[src/include/ppic_pkg.sv]
package ppic_pkg;

   // target addresses on the serial bus
   localparam logic [6:0] MAIN_ADDR       = 7'h23;
   localparam logic [6:0] CAL_ADDR        = 7'h4F;

   // register indices
   localparam logic [7:0] IDX_HALF_LVL    = 8'h06;
   localparam logic [7:0] IDX_IO_LVL      = 8'h08;
   localparam logic [7:0] IDX_LDO_LVL     = 8'h09;
   localparam logic [7:0] IDX_COMMON_ELECTRODE_LEVEL_LVL    = 8'h0A;
   localparam logic [7:0] IDX_RST_TH      = 8'h0B;
   localparam logic [7:0] IDX_GAMMA_UP    = 8'h0C;
   localparam logic [7:0] IDX_GAMMA_LO    = 8'h0D;
   localparam logic [7:0] IDX_CORE_CFG    = 8'h12;
   localparam logic [7:0] IDX_IO_CFG      = 8'h13;
   localparam logic [7:0] IDX_LDO_CFG     = 8'h14;
   localparam logic [7:0] IDX_RST_DLY     = 8'h15;
   localparam logic [7:0] IDX_COMMON_ELECTRODE_LEVEL_DLY    = 8'h16;
   localparam logic [7:0] IDX_CTRL        = 8'hFF;

   // values after reset
   localparam logic [7:0] RST_HALF_LVL    = 8'h0A;
   localparam logic [7:0] RST_IO_LVL      = 8'h10;
   localparam logic [7:0] RST_LDO_LVL     = 8'h07;
   localparam logic [7:0] RST_COMMON_ELECTRODE_LEVEL_LVL    = 8'h6E;
   localparam logic [7:0] RST_RST_TH      = 8'h02;
   localparam logic [7:0] RST_GAMMA_UP    = 8'h02;
   localparam logic [7:0] RST_GAMMA_LO    = 8'h06;
   localparam logic [7:0] RST_CORE_CFG    = 8'h45;
   localparam logic [7:0] RST_IO_CFG      = 8'h45;
   localparam logic [7:0] RST_LDO_CFG     = 8'h01;
   localparam logic [7:0] RST_RST_DLY     = 8'h07;
   localparam logic [7:0] RST_COMMON_ELECTRODE_LEVEL_DLY    = 8'h05;
   localparam logic [7:0] RST_CTRL        = 8'h00;
   localparam logic [6:0] RST_CAL         = 7'h40;

   // field positions
   localparam int         CTRL_STORE_BIT  = 7;
   localparam int         CTRL_NVSEL_BIT  = 0;
   localparam int         CAL_DAC_ONLY_BIT = 0;
   localparam int         DLY_LSB         = 0;
   localparam int         FREQ_LSB        = 2;
   localparam int         SLEW_LSB        = 5;

   // bank geometry
   localparam int         BANK_DEPTH      = 32;

   // timebase and delay steps
   localparam int         CLK_FREQ_HZ     = 100_000_000;
   localparam int         TICK_MS         = 1;
   localparam int         MS_CYCLES       = CLK_FREQ_HZ / 1000 * TICK_MS;
   localparam logic [7:0] BUCK_STEP_MS    = 8'h03;
   localparam logic [7:0] RST_STEP_MS     = 8'h05;
   localparam logic [7:0] COMMON_ELECTRODE_LEVEL_STEP_MS    = 8'h05;

   // state machines
   typedef enum logic [3:0] {
      ST_IDLE, ST_ADDR, ST_ADDR_ACK, ST_INDEX, ST_INDEX_ACK,
      ST_WDATA, ST_WDATA_ACK, ST_RDATA, ST_RACK
   } ppic_i2c_state_t;

   typedef enum logic [1:0] {SEQ_OFF, SEQ_LOAD, SEQ_RUN} ppic_seq_state_t;

   // settings delivered to the analogue stages
   typedef struct packed {
      logic [5:0] half_supply_rail;
      logic [5:0] io_buck_rail;
      logic [3:0] linear_regulator;
      logic [7:0] common_electrode_out;
      logic [2:0] reset_threshold;
      logic [4:0] gamma_upper_ref;
      logic [4:0] gamma_lower_ref;
      logic [2:0] core_freq;
      logic [1:0] core_slew;
      logic [2:0] io_freq;
      logic [1:0] io_slew;
      logic [6:0] cal_level;
   } ppic_rail_cfg_t;

   // rail enables
   typedef struct packed {
      logic core_buck;
      logic io_buck;
      logic linear_regulator;
      logic common_electrode;
   } ppic_rail_en_t;

endpackage : ppic_pkg

[src/rtl/ppic_top.sv]
`timescale 1ns/100ps
module ppic_top #(
   parameter int MS_CYCLES = ppic_pkg::MS_CYCLES
) (
   // clock and reset
   input  wire logic                     SYS_CLK_IN,
   input  wire logic                     RESET_IN,
   // serial bus
   input  wire logic                     SCL_IN,
   input  wire logic                     SDA_IN,
   output logic                          SDA_OUT,
   output logic                          SDA_OE_OUT,
   // supply and sequencing inputs
   input  wire logic                     SUPPLY_OK_IN,
   input  wire logic                     ENABLE_IN,
   input  wire logic                     SUPPLY_LOW_IN,
   input  wire logic                     BOOST_RISE_IN,
   // analogue controls
   output ppic_pkg::ppic_rail_cfg_t      CFG_OUT,
   output ppic_pkg::ppic_rail_en_t       RAIL_EN_OUT,
   output logic                          RESET_N_OUT
);

   localparam int TW = $clog2(MS_CYCLES + 1);

   if (MS_CYCLES < 2) begin : g_chk
      $error("MS_CYCLES must be at least 2");
   end

   // serial state
   ppic_pkg::ppic_i2c_state_t st_r, st_nxt;
   logic [2:0]   cnt_r, cnt_nxt;
   logic [7:0]   sh_r, sh_nxt;
   logic [7:0]   idx_r, idx_nxt;
   logic         full_r, full_nxt;
   logic         rw_r, rw_nxt;
   logic         cal_sel_r, cal_sel_nxt;
   logic         mack_r, mack_nxt;
   logic         oe_r, oe_nxt;
   logic         scl_q_r, sda_q_r;
   logic         wr_main, wr_cal;
   // register bank
   logic [7:0]   work_r [ppic_pkg::BANK_DEPTH];
   logic [7:0]   work_nxt [ppic_pkg::BANK_DEPTH];
   logic [7:0]   nv_r [ppic_pkg::BANK_DEPTH];
   logic [7:0]   nv_nxt [ppic_pkg::BANK_DEPTH];
   logic [7:0]   ctrl_r, ctrl_nxt;
   logic [6:0]   cal_r, cal_nxt;
   logic [6:0]   cal_nv_r, cal_nv_nxt;
   ppic_pkg::ppic_rail_cfg_t cfg_r, cfg_nxt;
   // sequencer
   ppic_pkg::ppic_seq_state_t seq_r, seq_nxt;
   logic [TW-1:0] tick_r, tick_nxt;
   logic [7:0]   ms_up_r, ms_up_nxt;
   logic [7:0]   ms_bst_r, ms_bst_nxt;
   logic         bst_seen_r, bst_seen_nxt;
   logic         rst_n_r, rst_n_nxt;
   logic         seq_load;
   ppic_pkg::ppic_rail_en_t en_r, en_nxt;

   wire scl_rise = SCL_IN & ~scl_q_r;
   wire scl_fall = ~SCL_IN & scl_q_r;
   wire start    = scl_q_r & SCL_IN & sda_q_r & ~SDA_IN;
   wire stop     = scl_q_r & SCL_IN & ~sda_q_r & SDA_IN;

   // indices that hold a working register
   function automatic logic is_mapped(input logic [7:0] idx);
      logic m;
      m = 1'b0;
      if (idx == ppic_pkg::IDX_HALF_LVL || idx == ppic_pkg::IDX_IO_LVL ||
          idx == ppic_pkg::IDX_LDO_LVL  || idx == ppic_pkg::IDX_COMMON_ELECTRODE_LEVEL_LVL ||
          idx == ppic_pkg::IDX_RST_TH   || idx == ppic_pkg::IDX_GAMMA_UP ||
          idx == ppic_pkg::IDX_GAMMA_LO || idx == ppic_pkg::IDX_CORE_CFG ||
          idx == ppic_pkg::IDX_IO_CFG   || idx == ppic_pkg::IDX_LDO_CFG ||
          idx == ppic_pkg::IDX_RST_DLY  || idx == ppic_pkg::IDX_COMMON_ELECTRODE_LEVEL_DLY) begin
         m = 1'b1;
      end
      return m;
   endfunction : is_mapped

   // value after reset of each index
   function automatic logic [7:0] reg_default(input logic [7:0] idx);
      logic [7:0] v;
      v = 8'h00;
      unique case (idx)
         ppic_pkg::IDX_HALF_LVL: v = ppic_pkg::RST_HALF_LVL;
         ppic_pkg::IDX_IO_LVL:   v = ppic_pkg::RST_IO_LVL;
         ppic_pkg::IDX_LDO_LVL:  v = ppic_pkg::RST_LDO_LVL;
         ppic_pkg::IDX_COMMON_ELECTRODE_LEVEL_LVL: v = ppic_pkg::RST_COMMON_ELECTRODE_LEVEL_LVL;
         ppic_pkg::IDX_RST_TH:   v = ppic_pkg::RST_RST_TH;
         ppic_pkg::IDX_GAMMA_UP: v = ppic_pkg::RST_GAMMA_UP;
         ppic_pkg::IDX_GAMMA_LO: v = ppic_pkg::RST_GAMMA_LO;
         ppic_pkg::IDX_CORE_CFG: v = ppic_pkg::RST_CORE_CFG;
         ppic_pkg::IDX_IO_CFG:   v = ppic_pkg::RST_IO_CFG;
         ppic_pkg::IDX_LDO_CFG:  v = ppic_pkg::RST_LDO_CFG;
         ppic_pkg::IDX_RST_DLY:  v = ppic_pkg::RST_RST_DLY;
         ppic_pkg::IDX_COMMON_ELECTRODE_LEVEL_DLY: v = ppic_pkg::RST_COMMON_ELECTRODE_LEVEL_DLY;
         default:                v = 8'h00;
      endcase
      return v;
   endfunction : reg_default

   // byte returned for a read at an index
   function automatic logic [7:0] read_byte(input logic [7:0] idx);
      logic [7:0] v;
      v = 8'h00;
      if (cal_sel_r) begin
         v = {cal_r, 1'b0};
      end else if (idx == ppic_pkg::IDX_CTRL) begin
         v = ctrl_r;
      end else if (is_mapped(idx)) begin
         v = ctrl_r[ppic_pkg::CTRL_NVSEL_BIT] ? nv_r[idx[4:0]]
                                              : work_r[idx[4:0]];
      end
      return v;
   endfunction : read_byte

   // milliseconds for a delay field at a step size
   function automatic logic [7:0] delay_ms(input logic [4:0] f, input logic [7:0] step);
      logic [12:0] p;
      p = {8'h00, f} * {5'h00, step};
      return p[7:0];
   endfunction : delay_ms

   // serial target next state
   always_comb begin
      st_nxt      = st_r;
      cnt_nxt     = cnt_r;
      sh_nxt      = sh_r;
      idx_nxt     = idx_r;
      full_nxt    = full_r;
      rw_nxt      = rw_r;
      cal_sel_nxt = cal_sel_r;
      mack_nxt    = mack_r;
      oe_nxt      = oe_r;
      wr_main     = 1'b0;
      wr_cal      = 1'b0;
      if (start) begin
         st_nxt   = ppic_pkg::ST_ADDR;
         cnt_nxt  = 3'h0;
         full_nxt = 1'b0;
         oe_nxt   = 1'b0;
      end else if (stop) begin
         st_nxt = ppic_pkg::ST_IDLE;
         oe_nxt = 1'b0;
      end else begin
         unique case (st_r)
            ppic_pkg::ST_IDLE: begin
               oe_nxt = 1'b0;
            end
            ppic_pkg::ST_ADDR, ppic_pkg::ST_INDEX, ppic_pkg::ST_WDATA: begin
               if (scl_rise) begin
                  sh_nxt   = {sh_r[6:0], SDA_IN};
                  cnt_nxt  = cnt_r + 3'h1;
                  full_nxt = (cnt_r == 3'h7);
               end else if (scl_fall && full_r) begin
                  full_nxt = 1'b0;
                  oe_nxt   = 1'b1;                                  // ack low
                  if (st_r == ppic_pkg::ST_ADDR) begin
                     if (sh_r[7:1] == ppic_pkg::MAIN_ADDR ||
                         sh_r[7:1] == ppic_pkg::CAL_ADDR) begin
                        rw_nxt      = sh_r[0];
                        cal_sel_nxt = (sh_r[7:1] == ppic_pkg::CAL_ADDR);
                        st_nxt      = ppic_pkg::ST_ADDR_ACK;
                     end else begin
                        oe_nxt = 1'b0;
                        st_nxt = ppic_pkg::ST_IDLE;
                     end
                  end else if (st_r == ppic_pkg::ST_INDEX) begin
                     idx_nxt = sh_r;
                     st_nxt  = ppic_pkg::ST_INDEX_ACK;
                  end else begin
                     wr_main = ~cal_sel_r;
                     wr_cal  = cal_sel_r;
                     if (!cal_sel_r) begin
                        idx_nxt = idx_r + 8'h01;
                     end
                     st_nxt = ppic_pkg::ST_WDATA_ACK;
                  end
               end
            end
            ppic_pkg::ST_ADDR_ACK, ppic_pkg::ST_INDEX_ACK, ppic_pkg::ST_WDATA_ACK: begin
               if (scl_fall) begin
                  oe_nxt  = 1'b0;
                  cnt_nxt = 3'h0;
                  if (st_r == ppic_pkg::ST_ADDR_ACK && rw_r) begin
                     sh_nxt = read_byte(idx_r);
                     oe_nxt = ~sh_nxt[7];
                     st_nxt = ppic_pkg::ST_RDATA;
                  end else if (st_r == ppic_pkg::ST_ADDR_ACK && !cal_sel_r) begin
                     st_nxt = ppic_pkg::ST_INDEX;
                  end else begin
                     st_nxt = ppic_pkg::ST_WDATA;
                  end
               end
            end
            ppic_pkg::ST_RDATA: begin
               if (scl_fall) begin
                  if (cnt_r == 3'h7) begin
                     oe_nxt = 1'b0;                                  // free line for ack
                     st_nxt = ppic_pkg::ST_RACK;
                  end else begin
                     cnt_nxt = cnt_r + 3'h1;
                     sh_nxt  = {sh_r[6:0], 1'b0};
                     oe_nxt  = ~sh_r[6];
                  end
               end
            end
            ppic_pkg::ST_RACK: begin
               if (scl_rise) begin
                  mack_nxt = ~SDA_IN;
               end else if (scl_fall) begin
                  cnt_nxt = 3'h0;
                  if (mack_r) begin
                     if (!cal_sel_r) begin
                        idx_nxt = idx_r + 8'h01;
                     end
                     sh_nxt = read_byte(idx_r + 8'h01);
                     oe_nxt = ~sh_nxt[7];
                     st_nxt = ppic_pkg::ST_RDATA;
                  end else begin
                     st_nxt = ppic_pkg::ST_IDLE;                     // not ack ends
                  end
               end
            end
         endcase
      end
   end

   // serial target registers
   always_ff @(posedge SYS_CLK_IN) begin
      if (RESET_IN) begin
         st_r      <= ppic_pkg::ST_IDLE;
         cnt_r     <= 3'h0;
         sh_r      <= 8'h00;
         idx_r     <= 8'h00;
         full_r    <= 1'b0;
         rw_r      <= 1'b0;
         cal_sel_r <= 1'b0;
         mack_r    <= 1'b0;
         oe_r      <= 1'b0;
         scl_q_r   <= 1'b1;
         sda_q_r   <= 1'b1;
      end else begin
         st_r      <= st_nxt;
         cnt_r     <= cnt_nxt;
         sh_r      <= sh_nxt;
         idx_r     <= idx_nxt;
         full_r    <= full_nxt;
         rw_r      <= rw_nxt;
         cal_sel_r <= cal_sel_nxt;
         mack_r    <= mack_nxt;
         oe_r      <= oe_nxt;
         scl_q_r   <= SCL_IN;
         sda_q_r   <= SDA_IN;
      end
   end

   // register bank next state
   always_comb begin
      work_nxt   = work_r;
      nv_nxt     = nv_r;
      ctrl_nxt   = ctrl_r;
      cal_nxt    = cal_r;
      cal_nv_nxt = cal_nv_r;
      if (seq_load) begin
         work_nxt = nv_r;
         cal_nxt  = cal_nv_r;
      end else if (wr_main) begin
         if (idx_r == ppic_pkg::IDX_CTRL) begin
            ctrl_nxt = sh_r;
            if (sh_r[ppic_pkg::CTRL_STORE_BIT]) begin
               nv_nxt = work_r;
            end
         end else if (is_mapped(idx_r)) begin
            work_nxt[idx_r[4:0]] = sh_r;
         end
      end else if (wr_cal) begin
         cal_nxt = sh_r[7:1];
         if (!sh_r[ppic_pkg::CAL_DAC_ONLY_BIT]) begin
            cal_nv_nxt = sh_r[7:1];
         end
      end
   end

   // settings bundle from the working registers
   always_comb begin
      cfg_nxt.half_supply_rail     = work_r[ppic_pkg::IDX_HALF_LVL[4:0]][5:0];
      cfg_nxt.io_buck_rail         = work_r[ppic_pkg::IDX_IO_LVL[4:0]][5:0];
      cfg_nxt.linear_regulator     = work_r[ppic_pkg::IDX_LDO_LVL[4:0]][3:0];
      cfg_nxt.common_electrode_out = work_r[ppic_pkg::IDX_COMMON_ELECTRODE_LEVEL_LVL[4:0]];
      cfg_nxt.reset_threshold      = work_r[ppic_pkg::IDX_RST_TH[4:0]][2:0];
      cfg_nxt.gamma_upper_ref      = work_r[ppic_pkg::IDX_GAMMA_UP[4:0]][4:0];
      cfg_nxt.gamma_lower_ref      = work_r[ppic_pkg::IDX_GAMMA_LO[4:0]][4:0];
      // codes pass through unchanged to the switching stages
      cfg_nxt.core_freq = work_r[ppic_pkg::IDX_CORE_CFG[4:0]][ppic_pkg::FREQ_LSB +: 3];
      cfg_nxt.core_slew = work_r[ppic_pkg::IDX_CORE_CFG[4:0]][ppic_pkg::SLEW_LSB +: 2];
      cfg_nxt.io_freq   = work_r[ppic_pkg::IDX_IO_CFG[4:0]][ppic_pkg::FREQ_LSB +: 3];
      cfg_nxt.io_slew   = work_r[ppic_pkg::IDX_IO_CFG[4:0]][ppic_pkg::SLEW_LSB +: 2];
      cfg_nxt.cal_level = cal_r;
   end

   // register bank storage
   always_ff @(posedge SYS_CLK_IN) begin
      if (RESET_IN) begin
         for (int i = 0; i < ppic_pkg::BANK_DEPTH; i++) begin
            work_r[i] <= reg_default(8'(i));
            nv_r[i]   <= reg_default(8'(i));
         end
         ctrl_r   <= ppic_pkg::RST_CTRL;
         cal_r    <= ppic_pkg::RST_CAL;
         cal_nv_r <= ppic_pkg::RST_CAL;
         cfg_r    <= '0;
      end else begin
         work_r   <= work_nxt;
         nv_r     <= nv_nxt;
         ctrl_r   <= ctrl_nxt;
         cal_r    <= cal_nxt;
         cal_nv_r <= cal_nv_nxt;
         cfg_r    <= cfg_nxt;
      end
   end

   // start-up sequencer next state
   always_comb begin
      seq_nxt      = seq_r;
      tick_nxt     = tick_r;
      ms_up_nxt    = ms_up_r;
      ms_bst_nxt   = ms_bst_r;
      bst_seen_nxt = bst_seen_r;
      seq_load     = 1'b0;
      en_nxt       = '0;
      rst_n_nxt    = 1'b0;
      unique case (seq_r)
         ppic_pkg::SEQ_OFF: begin
            tick_nxt     = '0;
            ms_up_nxt    = 8'h00;
            ms_bst_nxt   = 8'h00;
            bst_seen_nxt = 1'b0;
            if (SUPPLY_OK_IN && ENABLE_IN) begin
               seq_nxt = ppic_pkg::SEQ_LOAD;
            end
         end
         ppic_pkg::SEQ_LOAD: begin
            seq_load = 1'b1;
            seq_nxt  = ppic_pkg::SEQ_RUN;
         end
         ppic_pkg::SEQ_RUN: begin
            if (!SUPPLY_OK_IN || !ENABLE_IN) begin
               seq_nxt = ppic_pkg::SEQ_OFF;                          // all off
            end else begin
               // millisecond timebase
               if (tick_r == TW'(MS_CYCLES - 1)) begin
                  tick_nxt = '0;
                  if (ms_up_r != 8'hFF) begin
                     ms_up_nxt = ms_up_r + 8'h01;
                  end
                  if (bst_seen_r && ms_bst_r != 8'hFF) begin
                     ms_bst_nxt = ms_bst_r + 8'h01;
                  end
               end else begin
                  tick_nxt = tick_r + TW'(1);
               end
               if (BOOST_RISE_IN) begin
                  bst_seen_nxt = 1'b1;
               end
               en_nxt.core_buck = ms_up_r >= delay_ms(
                  {3'h0, work_r[ppic_pkg::IDX_CORE_CFG[4:0]][ppic_pkg::DLY_LSB +: 2]},
                  ppic_pkg::BUCK_STEP_MS);
               en_nxt.io_buck = ms_up_r >= delay_ms(
                  {3'h0, work_r[ppic_pkg::IDX_IO_CFG[4:0]][ppic_pkg::DLY_LSB +: 2]},
                  ppic_pkg::BUCK_STEP_MS);
               en_nxt.linear_regulator = ms_up_r >= delay_ms(
                  {3'h0, work_r[ppic_pkg::IDX_LDO_CFG[4:0]][ppic_pkg::DLY_LSB +: 2]},
                  ppic_pkg::BUCK_STEP_MS);
               en_nxt.common_electrode = bst_seen_r && ms_bst_r >= delay_ms(
                  work_r[ppic_pkg::IDX_COMMON_ELECTRODE_LEVEL_DLY[4:0]][4:0], ppic_pkg::COMMON_ELECTRODE_LEVEL_STEP_MS);
               // reset follows the supply level without latching
               rst_n_nxt = !SUPPLY_LOW_IN && ms_up_r >= delay_ms(
                  {1'b0, work_r[ppic_pkg::IDX_RST_DLY[4:0]][3:0]}, ppic_pkg::RST_STEP_MS);
            end
         end
      endcase
   end

   // start-up sequencer registers
   always_ff @(posedge SYS_CLK_IN) begin
      if (RESET_IN) begin
         seq_r      <= ppic_pkg::SEQ_OFF;
         tick_r     <= '0;
         ms_up_r    <= 8'h00;
         ms_bst_r   <= 8'h00;
         bst_seen_r <= 1'b0;
         en_r       <= '0;
         rst_n_r    <= 1'b0;
      end else begin
         seq_r      <= seq_nxt;
         tick_r     <= tick_nxt;
         ms_up_r    <= ms_up_nxt;
         ms_bst_r   <= ms_bst_nxt;
         bst_seen_r <= bst_seen_nxt;
         en_r       <= en_nxt;
         rst_n_r    <= rst_n_nxt;
      end
   end

   // outputs straight from flip-flops, except the data output, which is tied low
   assign SDA_OUT     = 1'b0;   // open drain: only the enable moves
   assign SDA_OE_OUT  = oe_r;
   assign CFG_OUT     = cfg_r;
   assign RAIL_EN_OUT = en_r;
   assign RESET_N_OUT = rst_n_r;

endmodule : ppic_top

[config.mk]
export PLATFORM = sky130hd
export DESIGN_NAME = ppic_top
export DESIGN_NICKNAME = d
export VERILOG_FILES = /design/src/include/ppic_pkg.sv /design/src/rtl/ppic_top.sv
export SDC_FILE = /design/constraint.sdc
export NUM_CORES = 2
export LEC_CHECK = 0
export BUFFER_PORTS_ARGS = -buffer_cell sky130_fd_sc_hd__buf_4
export CAP_MARGIN = 30
export CORE_ASPECT_RATIO = 0.9
export CORE_UTILIZATION = 40
export CTS_CLUSTER_SIZE = 40
export DETAILED_ROUTE_END_ITERATION = 8
export MAX_ROUTING_LAYER = met4
export PLACE_DENSITY = 0.58
export SKIP_LAST_GASP = 1
export SLEW_MARGIN = 25
export SYNTH_ARGS = -nofsm -noshare
export SYNTH_HDL_FRONTEND = slang
export SYNTH_SLANG_ARGS = --single-unit
[constraint.sdc]
create_clock -name SYS_CLK_IN -period 5.9 [get_ports SYS_CLK_IN]
set_input_delay 1.18 -clock SYS_CLK_IN [delete_from_list [all_inputs] [get_ports SYS_CLK_IN]]
set_output_delay 1.18 -clock SYS_CLK_IN [all_outputs]
set_load 0.03 [all_outputs]
==> metrics.md <==
| Metric | Value |
|---|---|
| CP Data Arrival Time | `4970 ps` |
| Finish-stage setup viols | `0` |
| Max Freq | `226 MHz` |
| Ys Warns | `0` |
| Clk pwr share | `0.455` |
| Logic pwr share | `0.117` |
| I/O Buffers | `67` |
| Dpl hpwl | `70.8 mm` |
| Worst-Skew Late Latency | `between 600 and 700 ps` |
| Crit Path Category | `flip-flop to flip-flop` |
| Post-CTS sizing | `0` |
| CTS tree | `done` |
| Sequential share of power | `0.427` |
| Pins Over Slew Limit | `0` |
| Post-synthesis mux area share | `0.300` |
| RePlAce Congestion | `approximately 0.98` |
| Syn Std Cell Area | `between 30000 and 40000 um2` |
| Core area | `87600 um2` |
| DR WL/cell | `~23 um` |
| Fin. Hold Viols | `0` |
| Leak | `between 0.01 and 0.015 uW` |
| Dominant cell type by area after synthesis | `dfxtp_1` |
| Die X | `around 320 um` |
| CP Data Required Time | `about 6500 ps` |
| CP Cell Sequence | `inv_1, ha_4, buf_12, buf_4, mux4_2, mux2i_1, a2111oi_0, a41oi_1, a21o_1, a311oi_1` |
| Die height | `284 um` |
| Mapped Avg Cell Area | `9.51 um2` |
| Yosys reg bits | `approximately 660` |
| Pin count of the biggest net entering global routing | `178` |
| Int Pwr | `roughly 7700 uW` |
| Vias in the first global route | `approximately 26k` |
| Synth area leaders | `dfxtp_1 37%, mux4_2 17%, mux2i_1 9.2%` |
| Startpoint Class | `flip-flop` |
| Simple-gate share of the synthesized area | `0.168` |
| Adder-Cell Fraction of Synth Area | `0.0209` |
| Setup bufs post-CTS | `0` |
| Max Cap Viol | `0` |
| Worst-Margin Slew | `1090 ps` |
| Fin crit period | `4430 ps` |
| Share of layout cells above drive strength 1 | `0.189` |
| Tot GR Track Use | `0.247` |
| Post-synth top flop | `dfxtp_1` |
| Crit-path max cell delay | `approximately 830 ps` |
| Syn-to-layout area delta | `11.5%` |
| Slowest cell on crit path | `ha_4` |
| Largest family of logic cells by synthesized area | `multiplexers` |
| TritonCTS buffer count | `77` |
| VDD IR max | `0.239 mV` |
| DRT Pass-1 Iters | `9` |
| Via count | `28.6k` |
| Worst path bufs/invs | `3` |
| Hold-fix buffers, CTS | `0` |
| P_sw | `between 2000 and 3000 uW` |
| Relative slew slack | `0.272` |
| Run status | `finished with violations` |
| Setup TNS | `0 ps` |
| Initial antenna violation count | `1` |
| Cells after Synth | `3724` |
| Final period util | `0.750` |
| Share of the synthesized area in the top cell type | `0.373` |
| Initial cell density of the core | `0.404` |
| Clock Tree Buf Depth | `3` |
| Overall routed net length | `109 mm` |
| Crit path max-delay family | `buffers and inverters` |
| Number of synthesized flops with an enable pin | `0` |
| CTS root buffer | `clkbuf_16` |
| Die area | `~90000 um2` |
| Post-route DRC | `8` |
| Vias per inst | `5.91` |
| GRT Residual Overflow | `0` |
| Post-synthesis compound-gate area fraction | `0.0890` |
| Htree depth | `3` |
| Async S/R FF share, synth | `0` |
| FP Rows | `just over 100` |
| RSZ-0062 raised after global routing | `no` |
| Layout Nets | `3694` |
| R2R setup slack | `1470 ps` |
| Number of DRC markers in iteration 0 | `between 3k and 4k` |
| Post-synthesis xor/xnor area fraction | `0.0101` |
| Clock-pin slew on the worst setup and hold paths | `60 ps` |
| CTS Sinks | `between 600 and 700` |
| Routed Antenna Nets | `0` |
| Layout Skew | `26.3 ps` |
| Layout Utilization | `0.451` |
| ANT cells | `0` |
| # IOs | `69` |
| Failing checks | `design-rule violations` |
| Post-synth net total | `3790` |
| Seq/Total Area, Yosys | `0.373` |
| Wire length of the first global-routing pass | `between 150 and 200 mm` |
| Net Sw Frac | `0.275` |
| Synth cell types | `77` |
| Critical Path Fanout Max | `64` |
| Tightest Hold Check Type | `flip-flop to flip-flop` |
| Crit end category | `flip-flop` |
| PwrDens | `about 270 nW/um2` |
==> state kept, by name, indices dropped and copies added (netlist names), 2 cells and up <==
name	cells
CFG_OUT	54
RAIL_EN_OUT	4
cal_nv_r	7
cal_r	7
cfg_nxt	47
cnt_r	3
ctrl_r	8
idx_r	8
ms_bst_r	8
ms_up_r	8
nv_r	256
seq_r	2
sh_r	8
st_r	4
tick_r	17
work_r	209
==> power by group through the flow <==
stage	registers [uW]	clock network, uW	logic (uW)
final	4550	4850	1250
after global routing	4550	5130	1310
after detailed placement	4650	0	1230
after floorplan	4620	0	923
after CTS	4550	4940	1240
after global placement	4650	0	1220
==> per-stage QoR <==
stage / setup slack, ps / area, um2 / instances / hold WS [ps] / power (uW)
4_1_cts: 1480 / 39400 / 4842 / 470 / 10700
3_5_place_dp: 1510 / 36900 / 4702 / 458 / 5880
2_1_floorplan: 1810 / 35400 / 3724 / 433 / 5540
6_report: 1470 / 39500 / 4844 / 474 / 10600
5_1_grt: 1190 / 39500 / 4844 / 495 / 11000
3_3_place_gp: 1570 / 36800 / 4701 / 450 / 5870
==> routing by layer <==
metal	GRT usage	up-vias	share of wire
met5	-	-	0
met4	0.0742	0	0.030
met3	0.0452	196	0.083
met2	0.353	1177	0.43
met1	0.353	14181	0.45
li1	-	13059	-
==> final timing paths <==
path                                   from           to  depth (start not counted)
worst min-delay path            cal_nv_r[6]  cal_nv_r[6]                          1
worst min register to register  cal_nv_r[6]  cal_nv_r[6]                          1
worst max-delay path               idx_r[0]      sh_r[3]                         10
worst max register to register     idx_r[0]      sh_r[3]                         10
==> logic make-up (layout without fill, tap and decap cells) <==
kind of cell             count (synthesis)  in the layout
XOR/XNOR                                41             41
AO/OA/AOI/OAI                          542            542
AND/OR/NAND/NOR                       1354           1354
multiplexers                           719            719
flip-flops                             659            659
other                                    1              1
buffers and inverters                  350            315
adder cells (fa/ha/maj)                 58             58
==> area by class of cell <==
class,instances,area [um2]
clock buffers,111,2240
multi-input cells,2715,20900
clock inverters,29,345
fillers,8323,48100
flip-flops and latches,659,13200
inverters,38,143
well taps,1155,1450
repair buffers,137,1210
==> cells in the final DEF (no fill, tap or decap), drive strengths merged, types with 40 or more instances in the layout <==
master  synthesis  layout
a21oi         349     349
buf           101     136
clkbuf        211     112
dfxtp         659     659
ha             56      56
inv            37      40
mux2          132     132
mux2i         327     327
mux4          260     260
nand2         643     643
nand2b         49      49
nand3          53      53
nor2          394     394
nor2b          67      67
==> worst register-to-register path: cells and delay by family (launching register included) <==
kind	cells	cell delay [ps]
compound gates	4	980
buf+inv	3	1390
flops	1	790
mux	2	330
fa+ha+maj	1	830
==> synth_stat cells, drive strengths merged, types with 7 or more instances <==
cell / instances
a21o: 12
nand4: 24
a2111oi: 7
a311oi: 9
xnor2: 12
mux2i: 327
buf: 101
nand2: 643
a31oi: 13
nand3b: 28
a211oi: 10
xor2: 29
or3: 14
dfxtp: 659
and3: 15
nor3: 21
nor4: 10
nand3: 53
nor2b: 67
or2: 7
mux4: 260
o22ai: 22
nor2: 394
o21ai: 39
nand2b: 49
a22oi: 26
a21oi: 349
ha: 56
and2: 8
inv: 37
mux2: 132
clkbuf: 211
Power figures use the tool's default switching activity.
